$ cat src/hw/haptic_pkg.sv
// Constants, types and shared arithmetic for the haptic duty-to-drive block.
// Assumes a single 250 MHz system clock; all times below are turned into cycles here.
`default_nettype none

package haptic_pkg;

   localparam int CLK_HZ          = 250_000_000;
   localparam int CLK_MHZ         = 250;

   localparam int START_TIME_US   = 1300;
   localparam int START_CYC       = START_TIME_US * CLK_MHZ;

   localparam int CARRIER_HZ      = 20_300;
   localparam int CARRIER_CYC     = CLK_HZ / CARRIER_HZ;

   localparam int PWM_MIN_HZ      = 10_000;
   // Two slowest periods without an edge mean a steady 0% or 100% input
   localparam int PWM_TIMEOUT_CYC = 2 * (CLK_HZ / PWM_MIN_HZ);

   localparam int RES_MIN_HZ      = 140;
   localparam int RES_MAX_HZ      = 220;
   localparam int HALF_MIN_CYC    = (CLK_HZ + 2 * RES_MAX_HZ - 1) / (2 * RES_MAX_HZ);
   localparam int HALF_MAX_CYC    = CLK_HZ / (2 * RES_MIN_HZ);
   localparam int TIMER_W         = 20;

   localparam int SUPPLY_LSB_MV   = 25;
   localparam int ROT_FS_MV       = 3600;
   localparam int LIN_FS_MV       = 2200;
   localparam logic [7:0] ROT_FS_CODE = 8'(ROT_FS_MV / SUPPLY_LSB_MV);
   localparam logic [7:0] LIN_FS_CODE = 8'(LIN_FS_MV / SUPPLY_LSB_MV);

   localparam logic [7:0] DUTY_HALF = 8'h80;
   localparam logic [7:0] DUTY_FULL = 8'hff;
   localparam logic [7:0] DUTY_RST  = 8'h00;
   localparam logic [7:0] AMP_STEP  = 8'h08;
   localparam logic [7:0] BEMF_STOP = 8'h04;

   localparam int SYNC_EN   = 0;
   localparam int SYNC_PWM  = 1;
   localparam int SYNC_TYPE = 2;
   localparam int SYNC_BEMF = 3;

   typedef enum logic [1:0] {DRV_OFF, DRV_START, DRV_DRIVE} drive_state_t;

   // Duty above half, doubled: 0x80 -> 0, 0xff -> 0xfe
   function automatic logic [7:0] above_half(input logic [7:0] d);
      logic [7:0] t;
      t = d - DUTY_HALF;
      return (d > DUTY_HALF) ? {t[6:0], 1'b0} : 8'h00;
   endfunction

   // Duty below half, doubled and clamped: 0x00 -> 0xff
   function automatic logic [7:0] below_half(input logic [7:0] d);
      logic [7:0] t;
      t = DUTY_HALF - d;
      if (d == 8'h00)
         return 8'hff;
      return (d < DUTY_HALF) ? {t[6:0], 1'b0} : 8'h00;
   endfunction

   // One restoring-division step: {quotient bit, new remainder}
   function automatic logic [24:0] div_step(input logic [23:0] rem, input logic nb,
                                            input logic [23:0] den);
      logic [24:0] sh;
      logic [24:0] t;
      sh = {rem, nb};
      t  = sh - {1'b0, den};
      return (sh >= {1'b0, den}) ? {1'b1, t[23:0]} : {1'b0, sh[23:0]};
   endfunction

endpackage

`default_nettype wire

$ cat src/hw/duty_meter.sv
// Measures the duty cycle of the synchronised host PWM, one result per period.
// Assumes pwm_level is already synchronised to sys_clk.
`default_nettype none

module duty_meter #(
   parameter int unsigned TIMEOUT_CYC = haptic_pkg::PWM_TIMEOUT_CYC,
   parameter int          CW          = 16
) (
   // Clock and reset
   input  wire logic          sys_clk,
   input  wire logic          rst,
   // Input
   input  wire logic          pwm_level,
   input  wire logic          clear,
   // Result
   output logic [7:0]         duty,
   output logic               duty_valid
);

   if (TIMEOUT_CYC < 2 || TIMEOUT_CYC >= 2 ** CW || CW > 16) begin : g_bad
      $error("duty_meter: timeout does not fit the counters");
   end

   localparam logic [CW-1:0] TMO = CW'(TIMEOUT_CYC - 1);

   logic          prev_reg;
   logic          seen_reg;
   logic [CW-1:0] per_cnt_reg;
   logic [CW-1:0] hi_cnt_reg;
   logic          busy_reg;
   logic [4:0]    step_reg;
   logic [23:0]   num_reg;
   logic [23:0]   den_reg;
   logic [23:0]   rem_reg;
   logic [23:0]   quot_reg;
   logic [24:0]   step_res;
   wire           rise    = pwm_level & ~prev_reg;
   wire           timeout = per_cnt_reg == TMO;

   assign step_res = haptic_pkg::div_step(rem_reg, num_reg[23], den_reg);

   // Rising edge closes a period: high time over period, alike for any period from 25 cycles to TIMEOUT_CYC - 1
   always_ff @(posedge sys_clk or posedge rst) begin
      if (rst) begin
         prev_reg    <= 1'b0;
         seen_reg    <= 1'b0;
         per_cnt_reg <= '0;
         hi_cnt_reg  <= '0;
         busy_reg    <= 1'b0;
         step_reg    <= 5'h00;
         num_reg     <= 24'h000000;
         den_reg     <= 24'h000000;
         rem_reg     <= 24'h000000;
         quot_reg    <= 24'h000000;
         duty        <= haptic_pkg::DUTY_RST;
         duty_valid  <= 1'b0;
      end else begin
         prev_reg   <= pwm_level;
         duty_valid <= 1'b0;
         if (clear) begin
            seen_reg    <= 1'b0;
            per_cnt_reg <= '0;
            hi_cnt_reg  <= '0;
            busy_reg    <= 1'b0;
         end else if (rise || timeout) begin
            seen_reg    <= rise;
            per_cnt_reg <= '0;
            // Rising cycle is itself high time
            hi_cnt_reg  <= CW'(rise);
            if (timeout) begin
               duty       <= pwm_level ? haptic_pkg::DUTY_FULL : 8'h00;
               duty_valid <= 1'b1;
            end else if (seen_reg) begin
               busy_reg <= 1'b1;
               step_reg <= 5'h17;
               num_reg  <= 24'({hi_cnt_reg, 8'h00});
               den_reg  <= 24'(per_cnt_reg) + 24'h000001;
               rem_reg  <= 24'h000000;
            end
         end else begin
            per_cnt_reg <= per_cnt_reg + 1'b1;
            if (pwm_level)
               hi_cnt_reg <= hi_cnt_reg + 1'b1;
         end
         if (busy_reg && !clear) begin
            rem_reg  <= step_res[23:0];
            num_reg  <= {num_reg[22:0], 1'b0};
            quot_reg <= {quot_reg[22:0], step_res[24]};
            step_reg <= step_reg - 1'b1;
            if (step_reg == 5'h00)
               busy_reg <= 1'b0;
         end
         if (busy_reg && step_reg == 5'h00 && !clear) begin
            duty       <= (quot_reg[22:7] != 16'h0000) ? 8'hff : {quot_reg[6:0], step_res[24]};
            duty_valid <= 1'b1;
         end
      end
   end

endmodule

`default_nettype wire

$ cat src/hw/carrier_pwm.sv
// Fixed-rate output carrier whose on-time is the magnitude scaled by supply.
// Assumes supply_code comes from a converter clocked on sys_clk.
`default_nettype none

module carrier_pwm #(
   parameter int unsigned PERIOD_CYC = haptic_pkg::CARRIER_CYC,
   parameter int          CW         = 16
) (
   // Clock and reset
   input  wire logic          sys_clk,
   input  wire logic          rst,
   // Control
   input  wire logic          active,
   input  wire logic [7:0]    mag,
   input  wire logic [7:0]    full_code,
   input  wire logic [7:0]    supply_code,
   // Carrier
   output logic               pulse_on
);

   if (PERIOD_CYC < 32 || PERIOD_CYC >= 2 ** CW || CW > 16) begin : g_bad
      $error("carrier_pwm: period does not fit the counter");
   end

   localparam logic [CW-1:0] LAST = CW'(PERIOD_CYC - 1);
   localparam logic [15:0]   PER  = 16'(PERIOD_CYC);

   logic [CW-1:0] cnt_reg;
   logic [CW-1:0] on_reg;
   logic [4:0]    step_reg;
   logic          busy_reg;
   logic [23:0]   num_reg;
   logic [23:0]   rem_reg;
   logic [23:0]   quot_reg;
   logic [24:0]   step_res;
   logic [7:0]    ratio;
   logic [23:0]   on_prod;
   logic [15:0]   mag_prod;

   assign step_res = haptic_pkg::div_step(rem_reg, num_reg[23], {16'h0000, supply_code});
   assign ratio    = (quot_reg[22:7] != 16'h0000) ? 8'hff : {quot_reg[6:0], step_res[24]};
   assign on_prod  = ratio * PER;
   assign mag_prod = mag * full_code;

   // Magnitude taken at the end of a period; its on-time is worked out over the next 24 cycles and applied from then
   always_ff @(posedge sys_clk or posedge rst) begin
      if (rst) begin
         cnt_reg  <= '0;
         on_reg   <= '0;
         step_reg <= 5'h00;
         busy_reg <= 1'b0;
         num_reg  <= 24'h000000;
         rem_reg  <= 24'h000000;
         quot_reg <= 24'h000000;
         pulse_on <= 1'b0;
      end else begin
         cnt_reg  <= (cnt_reg == LAST || !active) ? '0 : cnt_reg + 1'b1;
         pulse_on <= active && cnt_reg < on_reg;
         if (cnt_reg == LAST || !active) begin
            busy_reg <= active;
            step_reg <= 5'h17;
            num_reg  <= {8'h00, mag_prod};
            rem_reg  <= 24'h000000;
         end else if (busy_reg) begin
            rem_reg  <= step_res[23:0];
            num_reg  <= {num_reg[22:0], 1'b0};
            quot_reg <= {quot_reg[22:0], step_res[24]};
            step_reg <= step_reg - 1'b1;
            if (step_reg == 5'h00) begin
               busy_reg <= 1'b0;
               on_reg   <= CW'(on_prod[23:8]);
            end
         end
         if (!active)
            on_reg <= '0;
      end
   end

endmodule

`default_nettype wire

$ cat src/hw/haptic_duty_to_drive_control.sv
// Top of the haptic driver control: duty meter, start-up, modes, resonance loop, outputs.
// Assumes enable, PWM, type select and back-EMF polarity are asynchronous pins;
// supply_code and bemf_level come from converters on sys_clk.
`default_nettype none

module haptic_duty_to_drive_control #(
   parameter int unsigned START_CYC   = haptic_pkg::START_CYC,
   parameter int unsigned CARRIER_CYC = haptic_pkg::CARRIER_CYC,
   parameter int unsigned PWM_TIMEOUT = haptic_pkg::PWM_TIMEOUT_CYC,
   parameter int unsigned HALF_MIN    = haptic_pkg::HALF_MIN_CYC,
   parameter int unsigned HALF_MAX    = haptic_pkg::HALF_MAX_CYC
) (
   // Clock and reset
   input  wire logic          sys_clk,
   input  wire logic          rst,
   // Host pins
   input  wire logic          drive_enable,
   input  wire logic          duty_pwm,
   input  wire logic          actuator_type_select,
   // Sensing
   input  wire logic [7:0]    supply_code,
   input  wire logic          bemf_polarity,
   input  wire logic [7:0]    bemf_level,
   // Differential output stage
   output logic               out_pos,
   output logic               out_pos_oe,
   output logic               out_neg,
   output logic               out_neg_oe,
   output logic               drive_active
);

   localparam int TW = haptic_pkg::TIMER_W;

   if (START_CYC < 2 || START_CYC >= 2 ** TW || HALF_MIN < 2 || HALF_MIN >= HALF_MAX
       || HALF_MAX >= 2 ** TW) begin : g_bad
      $error("haptic_duty_to_drive_control: timing parameters out of range");
   end

   localparam logic [TW-1:0] START_LAST = TW'(START_CYC - 1);
   localparam logic [TW-1:0] HALF_LO    = TW'(HALF_MIN - 1);
   localparam logic [TW-1:0] HALF_HI    = TW'(HALF_MAX - 1);

   // Pin synchronisers
   logic [3:0] meta_reg;
   logic [3:0] sync_reg;

   always_ff @(posedge sys_clk or posedge rst) begin
      if (rst) begin
         meta_reg <= 4'h0;
         sync_reg <= 4'h0;
      end else begin
         meta_reg <= {bemf_polarity, actuator_type_select, duty_pwm, drive_enable};
         sync_reg <= meta_reg;
      end
   end

   wire en_s   = sync_reg[haptic_pkg::SYNC_EN];
   wire pwm_s  = sync_reg[haptic_pkg::SYNC_PWM];
   wire type_s = sync_reg[haptic_pkg::SYNC_TYPE];
   wire bemf_s = sync_reg[haptic_pkg::SYNC_BEMF];

   // Duty measurement
   logic [7:0] duty;
   logic       duty_valid;

   duty_meter #(
      .TIMEOUT_CYC (PWM_TIMEOUT),
      .CW          (16)
   ) u_meter (
      .sys_clk    (sys_clk),
      .rst        (rst),
      .pwm_level  (pwm_s),
      .clear      (~en_s),
      .duty       (duty),
      .duty_valid (duty_valid)
   );

   logic [7:0] cmd_reg;

   always_ff @(posedge sys_clk or posedge rst) begin
      if (rst)
         cmd_reg <= haptic_pkg::DUTY_RST;
      else if (!en_s)
         cmd_reg <= haptic_pkg::DUTY_RST;
      else if (duty_valid)
         cmd_reg <= duty;
   end

   // Start-up sequencing
   haptic_pkg::drive_state_t state_reg;
   haptic_pkg::drive_state_t state_next;
   logic [TW-1:0]            start_cnt_reg;
   logic                     mode_lin_reg;

   always_comb begin
      state_next = state_reg;
      case (state_reg)
         haptic_pkg::DRV_OFF:
            if (en_s)
               state_next = haptic_pkg::DRV_START;
         haptic_pkg::DRV_START:
            if (!en_s)
               state_next = haptic_pkg::DRV_OFF;
            else if (start_cnt_reg == START_LAST)
               state_next = haptic_pkg::DRV_DRIVE;
         haptic_pkg::DRV_DRIVE:
            if (!en_s)
               state_next = haptic_pkg::DRV_OFF;
         default:
            state_next = haptic_pkg::DRV_OFF;
      endcase
   end

   // Mode is sampled once per enable, as the pin is meant to be static
   always_ff @(posedge sys_clk or posedge rst) begin
      if (rst) begin
         state_reg     <= haptic_pkg::DRV_OFF;
         start_cnt_reg <= '0;
         mode_lin_reg  <= 1'b0;
      end else begin
         state_reg     <= state_next;
         start_cnt_reg <= (state_reg == haptic_pkg::DRV_START) ? start_cnt_reg + 1'b1 : '0;
         if (state_reg == haptic_pkg::DRV_OFF && en_s)
            mode_lin_reg <= type_s;
      end
   end

   wire driving = state_reg == haptic_pkg::DRV_DRIVE;

   // Duty to strength: linear uses duty above half only, rotating is signed about half
   wire [7:0] lin_target = haptic_pkg::above_half(cmd_reg);
   wire       rot_fwd    = cmd_reg >= haptic_pkg::DUTY_HALF;
   wire [7:0] rot_mag    = rot_fwd ? haptic_pkg::above_half(cmd_reg)
                                   : haptic_pkg::below_half(cmd_reg);

   // Resonance tracking from back-EMF zero crossings
   logic          bemf_prev_reg;
   logic [TW-1:0] half_cnt_reg;
   logic          phase_reg;
   logic [7:0]    amp_reg;
   logic          brake_reg;

   wire       lin_on   = driving && mode_lin_reg;
   wire       xcross   = bemf_s ^ bemf_prev_reg;
   // Crossings faster than 220 Hz are noise; none by 140 Hz forces a flip
   wire       commute  = lin_on && ((xcross && half_cnt_reg >= HALF_LO) ||
                                     half_cnt_reg >= HALF_HI);
   wire       moving   = bemf_level > haptic_pkg::BEMF_STOP;
   wire [8:0] amp_sum  = {1'b0, amp_reg} + {1'b0, haptic_pkg::AMP_STEP};
   wire [7:0] amp_up   = amp_sum[8] ? 8'hff : amp_sum[7:0];

   always_ff @(posedge sys_clk or posedge rst) begin
      if (rst) begin
         bemf_prev_reg <= 1'b0;
         half_cnt_reg  <= '0;
         phase_reg     <= 1'b0;
      end else begin
         bemf_prev_reg <= bemf_s;
         if (!lin_on) begin
            half_cnt_reg <= '0;
            phase_reg    <= 1'b0;
         end else if (commute) begin
            half_cnt_reg <= '0;
            phase_reg    <= ~phase_reg;
         end else begin
            half_cnt_reg <= half_cnt_reg + 1'b1;
         end
      end
   end

   // Amplitude loop, evaluated once per half cycle
   always_ff @(posedge sys_clk or posedge rst) begin
      if (rst) begin
         amp_reg   <= 8'h00;
         brake_reg <= 1'b0;
      end else if (!lin_on) begin
         amp_reg   <= 8'h00;
         brake_reg <= 1'b0;
      end else if (commute) begin
         if (lin_target == 8'h00) begin
            brake_reg <= moving;
            amp_reg   <= 8'h00;
         end else if (bemf_level < lin_target) begin
            brake_reg <= 1'b0;
            amp_reg   <= amp_up;
         end else if (bemf_level > lin_target) begin
            brake_reg <= 1'b1;
         end else begin
            brake_reg <= 1'b0;
         end
      end
   end

   // Braking pushes against the motion with strength matching the back-EMF
   wire [7:0] lin_mag  = brake_reg ? bemf_level : amp_reg;
   wire       lin_pos  = phase_reg ^ brake_reg;
   wire [7:0] mag_sel  = mode_lin_reg ? lin_mag : rot_mag;
   wire       pos_sel  = mode_lin_reg ? lin_pos : rot_fwd;
   wire [7:0] fs_code  = mode_lin_reg ? haptic_pkg::LIN_FS_CODE : haptic_pkg::ROT_FS_CODE;

   logic pulse_on;

   carrier_pwm #(
      .PERIOD_CYC (CARRIER_CYC),
      .CW         (16)
   ) u_carrier (
      .sys_clk     (sys_clk),
      .rst         (rst),
      .active      (driving),
      .mag         (mag_sel),
      .full_code   (fs_code),
      .supply_code (supply_code),
      .pulse_on    (pulse_on)
   );

   // Output stage: the idle half is held low, both released in shutdown
   always_ff @(posedge sys_clk or posedge rst) begin
      if (rst) begin
         out_pos      <= 1'b0;
         out_neg      <= 1'b0;
         out_pos_oe   <= 1'b0;
         out_neg_oe   <= 1'b0;
         drive_active <= 1'b0;
      end else begin
         out_pos      <= driving && en_s && pulse_on && pos_sel;
         out_neg      <= driving && en_s && pulse_on && !pos_sel;
         out_pos_oe   <= driving && en_s;
         out_neg_oe   <= driving && en_s;
         drive_active <= state_next == haptic_pkg::DRV_DRIVE;
      end
   end
endmodule

`default_nettype wire

$ cat config.mk
export PLATFORM = sky130hd
export DESIGN_NAME = haptic_duty_to_drive_control
export DESIGN_NICKNAME = d
export VERILOG_FILES = /design/src/hw/haptic_pkg.sv /design/src/hw/duty_meter.sv /design/src/hw/carrier_pwm.sv /design/src/hw/haptic_duty_to_drive_control.sv
export SDC_FILE = /design/constraint.sdc
export NUM_CORES = 1
export LEC_CHECK = 0
export BUFFER_PORTS_ARGS = -buffer_cell sky130_fd_sc_hd__buf_2
export CAP_MARGIN = 25
export CORE_ASPECT_RATIO = 2
export CORE_MARGIN = 2
export CORE_UTILIZATION = 57
export CTS_CLUSTER_DIAMETER = 150
export DETAILED_ROUTE_END_ITERATION = 16
export GPL_TIMING_DRIVEN = 0
export PLACE_DENSITY = 0.77
export SLEW_MARGIN = 20
export SYNTH_ARGS = -nofsm -noshare
export SYNTH_HDL_FRONTEND = slang
export SYNTH_SLANG_ARGS = --single-unit
$ cat constraint.sdc
create_clock -name sys_clk -period 12.95 [get_ports sys_clk]
set_clock_uncertainty 0.05 [all_clocks]
set_input_delay 2.59 -clock sys_clk [delete_from_list [all_inputs] [get_ports sys_clk]]
set_output_delay 2.59 -clock sys_clk [all_outputs]
set_load 0.05 [all_outputs]
After elaboration in Yosys (flattened, before gate mapping)
Index checks and enable logic that the tools add are counted.
- logic and storage cells: 207
- register bits after elaboration: 328
- output and inout bits: 5
- input port bits: 22
- multiply operators: 2
- $add $sub $neg: 13
- bitwise gates (word level): 7
- $lt $le $gt $ge: 11
- reductions and logical operators: 37
- multiplexer cells: 87
- equal/unequal tests: 15
- operators with widths (cell ; number):
    $mux W24 ; 14
    $mux W8 ; 22
    $mux W16 ; 10
    $mux W20 ; 3
    $mux W25 ; 2
    $add A16 B1 Y16 const B ; 3
    $add A20 B1 Y20 const B ; 2
    $ge A20 B20 Y1 const B ; 2
    $mux W5 ; 7
    $reduce_bool A16 Y1 ; 2
    $ge A25 B24 Y1 ; 1
    $ge A25 B8 Y1 ; 1
    $mux W1 ; 24
    $sub A24 B24 Y24 ; 1
    $sub A24 B8 Y24 ; 1
    $mul A8 B14 Y22 const B ; 1
    $eq A20 B19 Y1 const B ; 1
    $add A16 B1 Y17 const B ; 1
    $eq A16 B14 Y1 const B ; 1
    $eq A16 B16 Y1 const B ; 1
    $logic_not A8 Y1 ; 2
    $lt A16 B16 Y1 ; 1
    $mul A8 B8 Y16 ; 1
    $reduce_bool A2 Y1 ; 7
    28 further kinds ; 61

Depth between registers and ports, before layout
Gate-level depths: netlist (run 1).
- depth in word-level cells: 8
- mapped depth: 23
- depth with buffers taken out: 23

Modules after synthesis
Synthesis (run 1) repeated with hierarchy kept, for this count alone.
- cells, all modules: 2073
- area, all modules: 19458.7 sq um
- modules (own cells, without submodules) (module ; sequential area each (sq um) ; cells each ; times used ; area an instance (sq um)):
    carrier_pwm ; 2702.6 ; 926 ; 1 ; 8956.1
    duty_meter ; 3228.1 ; 724 ; 1 ; 6606.3
    haptic_duty_to_drive_control ; 1801.7 ; 423 ; 1 ; 3896.2

Worst setup path after synthesis (run 1)
OpenSTA, ideal clock, no wires.
- path type: input -> register
- start: in supply_code[1]
- end: reg u_carrier.on_reg[13]
- library setup time: 0.121 ns
- slack: 4.939 ns
- stages: 21
- data required time: 12.779 ns
- path buffers: 0
- arrival time: 7.840 ns
- cell sequence: inv_1 ha_1 nor2b_1 o21a_1 o21ai_0 a21oi_1 o31ai_1 nand2_4 or2_2 fa_1 ha_1 fa_1 ha_1 a311oi_1 o21bai_1 a41o_1 a221oi_1 o21ai_0 a311oi_1 xnor2_1 a22o_1
- word-level cells in the longest chain between the ends: 8
- RTL lines (item ; RTL line ; RTL):
    from (decl) ; haptic_duty_to_drive_control.sv:21 ; input wire logic [7:0] supply_code,
    $ge A25 B8 Y1 ; haptic_pkg.sv:68 ; return (sh >= {1'b0, den}) ? {1'b1, t[23:0]} : {1'b0, sh[23:0]};
    $mux W25 ; haptic_pkg.sv:68 ;
    $mux W8 ; carrier_pwm.sv:41 ; assign ratio = (quot_reg[22:7] != 16'h0000) ? 8'hff : {quot_reg[6:0], step_res[24]};
    $mul A8 B14 Y22 ; carrier_pwm.sv:42 ; assign on_prod = ratio * PER;
    $mux W16 ; carrier_pwm.sv:69 ; if (step_reg == 5'h00) begin
    $mux W16 ; carrier_pwm.sv:64 ; end else if (busy_reg) begin
    $mux W16 ; carrier_pwm.sv:59 ; if (cnt_reg == LAST || !active) begin
    $mux W16 ; carrier_pwm.sv:74 ; if (!active)
    to (signal assigned) ; carrier_pwm.sv:71 ; on_reg <= CW'(on_prod[23:8]);
    to (decl) ; carrier_pwm.sv:29 ; logic [CW-1:0] on_reg;
No other way between the ends. The select of a mux whose other input is x is not followed.
A chain may end at the register's enable or synchronous reset.

Final worst setup path (run 1)
Ends and elaborated chain as after synthesis.

==> impl_metrics.csv, run 1 <==
group,metric,value,unit
placement,gp_congestion,0.895,
logic_synthesis,synth-main-ff-cell,"dfrtp_1",
logic_synthesis,synth_cell_types,73,
sta,fmax,116,MHz
drt,drtPass1Iterations,7,
sta,finalSetupViolations,0,
logic_synthesis,synth.area.top_cells,"dfrtp_1 (43%), ha_1 (10%), nand2_1 (5.4%)",
logic_synthesis,syn-num-nets,2067,
layout,final_util,63.1,%
global_route,grt_use_total,25.2,%
pwr,p_comb_share,26.8,%
pwr,switching_power,0.000838,W
floorplanning,io_pins,27,
min_path,holdCritStartpoint,"meta_reg[2]",
sta,fin_crit_sh,66.5,%
clocking,clkTransAtPathRegs,0.06,ns
layout,final_layout_size_suffix_gt1_share,7.03,%
sta,hold_viol,0,
global_route,grt_pass1_wl,67.1,mm
pwr,p_int,0.00182,W
clocking,cts_tree,"built",
logic_synthesis,ys_ff_latch,306,
layout,nNetsFinal,2126,
layout,seq_area,7660,um^2
logic_synthesis,yosys.area.top_type,"dfrtp_1",
min_path,whs_endpoint,"sync_reg[2]",
clocking,cts_resized,0,
pwr,p_clk_share,32.9,%
min_path,hold_path.class,"reg2reg",
logic_synthesis,synthesis.area,17800,um^2
drt,ant_nets,0,
layout,multi_input_area,9400,um^2
drt,num_vias,13799,
worst_setup_path,critical_path.startpoint_type,"input port",
pwr,power_density,137,nW/um^2
clocking,cts_sinks,306,
sta,fin_crit,8.61,ns
worst_setup_path,worstPathRequired,13.36,ns
layout,area_delta_synth_final,9.09,%
worst_setup_path,r2r_end,"u_carrier.on_reg[13]",
sta,worst_slew_pin_slew,0.979,ns
placement,dp_hpwl,29.8,mm
placement,dpl.cell_count,2283,
clocking,clk_path_buf_depth,3,
drt,dr.first_iter.drc_count,668,
pwr,p_leak,9.25,nW
clocking,cts_setup_buffers,0,
floorplanning,die_h,254,um
placement,port_buffers,26,
logic_synthesis,netlist_instances,1883,
logic_synthesis,synth_edf_count,0,
clocking,root_buffer,"clkbuf_16",
global_route,grt_overflow,0,
min_path,min_path_cells,0,
sta,rsz0062_at_grt,"false",
floorplanning,initial_core_util,57.9,%
worst_setup_path,rr_worst_depth,19,
sta,slew_viol_final,0,
job,drv_cap,0,
drt,drc,0,
drt,routedWlPerCell,17.1,um
drt,via_per_inst,5.91,
layout,nFillCells,2523,
sta,tns,0,ns
clocking,cts_buffers,29,
pwr,vdd.ir_drop.worst,0.130,mV
clocking,hold_buffers,0,
global_route,grt_pass1_vias,14278,
sta,relSlewSlack,34.1,%
pwr,p_sw_share,31.5,%
pwr,seqPwrFrac,40.3,%
logic_synthesis,avgSynthCellArea,9.45,um^2
global_route,grt_max_degree,106,
floorplanning,die_area,32700,um^2
logic_synthesis,seq_area_frac_synth,43.0,%
worst_setup_path,cp_max_fo,9,
logic_synthesis,yosys_warnings,0,
worst_setup_path,rr_startpoint,"u_carrier.rem_reg[13]",
drt,totalWireLength,40.0,mm
global_route,antenna_found_initial,0,
worst_setup_path,crit_arrival,9.02,ns
floorplanning,rows,91,
worst_setup_path,r2r_setup_slack,5.77,ns
logic_synthesis,yosys.area.top_type_share,43.0,%
logic_synthesis,async_reset_ff_share,100,%
clocking,insertion_delay,0.57,ns
clocking,cts-htree-levels,1,
worst_setup_path,endpoint_kind,"flop",
floorplanning,fp.dieW,129,um
layout,fin_cells,2335,
worst_setup_path,path_class,"in2reg",
run_status,status,"finished clean",
floorplanning,core-area,30700,um^2
layout,antenna_cells_inserted,0,
## power groups by stage
stage	clock (W)	sequential, W	combinational [W]
final	0.000875	0.00107	0.000713
after global routing	0.000928	0.00108	0.000803
after CTS	0.000892	0.00107	0.000709
after detailed placement	0	0.00109	0.000703
after global placement	0	0.00109	0.000679
after floorplan	0	0.00107	0.000557
## critical path, cell delays in order
cell and delay [ns]:
buf_2 0.10, inv_1 0.04, ha_1 0.30, nor2b_1 0.14
o21a_1 0.18, o21ai_0 0.28, a21oi_1 0.16, o31ai_1 0.78
nand2_4 0.29, or2_2 0.42, fa_1 0.46, ha_1 0.21
fa_1 0.46, ha_1 0.23, a311oi_1 0.27, o21bai_1 0.15
a41o_1 0.30, a221oi_1 0.57, o21ai_0 0.37, a311oi_1 0.38
xnor2_1 0.12, a22o_1 0.20
## worst max-delay path by stage
stage / start / to / slack (ns) / depth (start not counted)
2_1_floorplan: rst / amp_reg[1] / 1.85 / 1
3_3_place_gp: rst / u_carrier.rem_reg[6] / -1.14 / 2
3_5_place_dp: supply_code[1] / u_carrier.on_reg[13] / 3.74 / 22
4_1_cts: supply_code[1] / u_carrier.on_reg[13] / 4.33 / 22
5_1_grt: supply_code[1] / u_carrier.on_reg[13] / 3.77 / 22
6_report: supply_code[1] / u_carrier.on_reg[13] / 4.34 / 22
## metrics by stage
step / cell area [um^2] / hold WS, ns / worst slack, ns / power [W]
2_1_floorplan: 17800 / 0.281 / 1.85 / 0.00163
4_1_cts: 19400 / 0.306 / 4.33 / 0.00267
6_report: 19400 / 0.301 / 4.34 / 0.00266
5_1_grt: 19400 / 0.317 / 3.77 / 0.00281
3_3_place_gp: 18400 / 0.283 / -1.14 / 0.00177
3_5_place_dp: 18400 / 0.291 / 3.74 / 0.00179
## placed cells by master, fill, tap and decap left out, drive strengths merged, types with 25 or more instances in the layout
cell type / instances
a21oi: 81
buf: 37
clkbuf: 105
dfrtp: 306
ha: 146
inv: 120
mux2: 34
mux2i: 41
nand2: 257
nand3: 50
nand4: 25
nor2: 166
o21ai: 119
xnor2: 63
xor2: 63
## cell usage after synthesis (5+ instances only)
cell	n
nand4_1	25
buf_1	7
ha_1	146
nand2_1	256
nand3_1	50
xor2_1	63
dfrtp_1	306
a31oi_1	16
and4_1	5
a2111oi_0	7
nand2b_1	17
a211oi_1	10
nor2_1	166
nor3_1	20
fa_1	16
a21o_1	17
a22o_1	19
inv_1	118
xnor2_1	63
or2_2	17
nor4_1	23
nand4b_1	5
mux2_2	33
and2_1	6
o31ai_1	5
a21oi_1	80
a22oi_1	18
o21a_1	8
mux2i_1	41
and3_1	23
nor2b_1	24
clkbuf_1	66
o21ai_0	117
nor4b_1	5
or3_1	12
o21bai_1	13
## logic make-up (layout without fill, tap and decap cells)
logic type,Yosys count,count (layout),share of synthesized area [%]
DFF,306,306,43.0
xor gates and xnor gates,126,126,6.20
AOI/OAI and AO/OA,346,346,12.3
and+or+nand+nor,675,675,17.8
muxes,75,75,4.48
adders and majority gates,162,162,12.1
buffers and inverters,193,273,4.11
## metal layers
layer / track usage (%) / vias to the layer above / part of all wire [%]
met5: 0 / - / 0
met4: 14.2 / 0 / 5.7
met3: 2.74 / 138 / 3.1
met2: 48.6 / 292 / 55
met1: 25.7 / 6729 / 36
li1: - / 6640 / -
## area by class of cell
type	instances	share of cell area, %
multi-input cells	1384	48.4
flip-flops and latches	306	39.5
clock buffers	39	4.04
well taps	372	2.40
inverters	118	2.32
plain buffers	75	1.49
repair buffers	28	0.954
clock inverters	13	0.909
No activity file was read; power rests on OpenSTA's default activity.
==> inputs of run 2 (changes only) <==
==> constraint.sdc (replaced) <==
create_clock -name sys_clk -period 8.47 [get_ports sys_clk]
set_clock_uncertainty 0.05 [all_clocks]
set_input_delay 1.694 -clock sys_clk [delete_from_list [all_inputs] [get_ports sys_clk]]
set_output_delay 1.694 -clock sys_clk [all_outputs]
set_load 0.05 [all_outputs]
==> run 2 against run 1 <==
Total power up 51%. Largest cell class unchanged. Die area unchanged. Highest routed layer unchanged. Design area up 0.54%. Critical endpoint unchanged. Critical path depth unchanged.
==> impl_metrics.csv, run 2 (synthesis results as in run 1) <==
group,metric,value,unit
sta,tns,0,ns
drt,ant_nets,0,
clocking,cts_tree,"built",
drt,routedWlPerCell,17.2,um
sta,finalSetupViolations,0,
clocking,insertion_delay,0.57,ns
layout,nFillCells,2546,
sta,relSlewSlack,41.7,%
pwr,vdd.ir_drop.worst,0.184,mV
clocking,cts_setup_buffers,0,
clocking,cts_sinks,306,
clocking,cts_buffers,28,
global_route,grt_pass1_wl,68.3,mm
sta,fin_crit,7.61,ns
pwr,power_density,206,nW/um^2
placement,dpl.cell_count,2291,
layout,final_common_cell,"dfrtp_1",
clocking,cts_resized,0,
global_route,grt_overflow,0,
global_route,grt_use_total,25.7,%
worst_setup_path,crit_end,"u_carrier.on_reg[13]",
sta,rsz0062_at_grt,"false",
floorplanning,die_area,32700,um^2
layout,fin_cells,2340,
floorplanning,io_pins,27,
floorplanning,core-area,30700,um^2
worst_setup_path,critical_path.startpoint_type,"input port",
global_route,grt_max_degree,36,
clocking,clk_path_buf_depth,3,
worst_setup_path,worstPathRequired,8.88,ns
layout,nNetsFinal,2133,
pwr,switching_power,0.00129,W
floorplanning,die_h,254,um
drt,dr.first_iter.drc_count,697,
worst_setup_path,startpoint,"supply_code[1]",
job,drv_cap,0,
run_status,status,"finished clean",
global_route,antenna_found_initial,0,
pwr,seqPwrFrac,40.9,%
layout,final_cell_mix,"dfrtp_1 (306), nand2_1 (256), nor2_1 (166)",
drt,drc,0,
sta,worst_slew_pin_slew,0.853,ns
clocking,hold_buffers,0,
pwr,p_comb_share,27.7,%
drt,totalWireLength,40.3,mm
drt,drtPass1Iterations,5,
clocking,clkTransAtPathRegs,0.07,ns
worst_setup_path,r2r_setup_slack,1.34,ns
drt,num_vias,13803,
placement,port_buffers,26,
floorplanning,rows,91,
worst_setup_path,r2r_end,"u_carrier.on_reg[13]",
worst_setup_path,rr_worst_depth,19,
floorplanning,initial_core_util,57.9,%
clocking,cts-htree-levels,1,
pwr,p_sw_share,32.2,%
placement,dp_hpwl,30.8,mm
global_route,grt_pass1_vias,14635,
placement,preCtsSetupSlack,0.279,ns
worst_setup_path,rr_startpoint,"u_carrier.rem_reg[13]",
sta,fin_crit_sh,89.9,%
worst_setup_path,cp_max_fo,9,
layout,area_delta_synth_final,9.68,%
layout,final_layout_size_suffix_gt1_share,7.37,%
clocking,root_buffer,"clkbuf_16",
layout,final_util,63.5,%
pwr,p_leak,9.30,nW
worst_setup_path,path_class,"in2reg",
sta,slew_viol_final,0,
pwr,p_clk_share,31.4,%
floorplanning,fp.dieW,129,um
sta,hold_viol,0,
worst_setup_path,crit_arrival,8.02,ns
drt,via_per_inst,5.90,
layout,antenna_cells_inserted,0,
placement,gp_congestion,0.923,
min_path,holdCritStartpoint,"meta_reg[0]",
pwr,p_int,0.00273,W
worst_setup_path,endpoint_kind,"flop",
sta,fmax,131,MHz
min_path,hold_path.class,"reg2reg",
sta,setup_ws,0.858,ns
-- run 2: power groups by stage --
stage | logic [W] | registers [W] | clock network [W]
after floorplan | 0.000851 | 0.00164 | 0
final | 0.00112 | 0.00164 | 0.00126
after detailed placement | 0.00109 | 0.00167 | 0
after global placement | 0.00105 | 0.00166 | 0
after global routing | 0.00125 | 0.00165 | 0.00134
after CTS | 0.00110 | 0.00164 | 0.00129
-- run 2: cell type report --
type / instances / area (um^2) / share of cell area [%]
inverter: 118 / 447 / 2.29
tap: 372 / 465 / 2.39
timing repair buffer: 36 / 345 / 1.77
multi-input combinational: 1384 / 9400 / 48.2
clock buffer: 42 / 833 / 4.27
sequential: 306 / 7660 / 39.2
clock inverter: 7 / 75.1 / 0.385
buffer: 75 / 289 / 1.48
-- run 2: worst min path at each step --
stage	to	slack (ns)	depth (start not counted)
floorplan	sync_reg[0]	0.28	0
global placement	sync_reg[1]	0.28	0
detailed placement	sync_reg[0]	0.29	0
CTS	sync_reg[3]	0.30	0
global route	sync_reg[3]	0.32	0
finish	sync_reg[0]	0.30	0
-- run 2: metal layers --
metal / routed length (um) / global-route usage (%)
met1: 14500 / 26.3
met2: 22400 / 49.5
met3: 995 / 2.48
met4: 2410 / 14.5
met5: 0 / 0
-- run 2: critical path, cell delays in order --
cell and delay [ns]:
buf_2 0.10, inv_1 0.05, ha_1 0.30, nor2b_1 0.14, o21a_1 0.19, o21ai_0 0.29
a21oi_1 0.16, o31ai_1 0.71, nand2_4 0.27, or2_2 0.42, fa_1 0.46, ha_1 0.21
fa_1 0.46, ha_1 0.23, a311oi_1 0.25, o21bai_1 0.15, a41o_1 0.30, a221oi_1 0.56
o21ai_0 0.35, a311oi_1 0.38, xnor2_1 0.13, a22o_1 0.21
-- run 2: stage by stage --
stage	total power [W]	area, um^2	hold WS, ns
finish	0.00402	19500	0.301
global route	0.00424	19500	0.315
CTS	0.00403	19500	0.302
detailed placement	0.00276	18600	0.292
global placement	0.00271	18400	0.284
floorplan	0.00249	17800	0.281
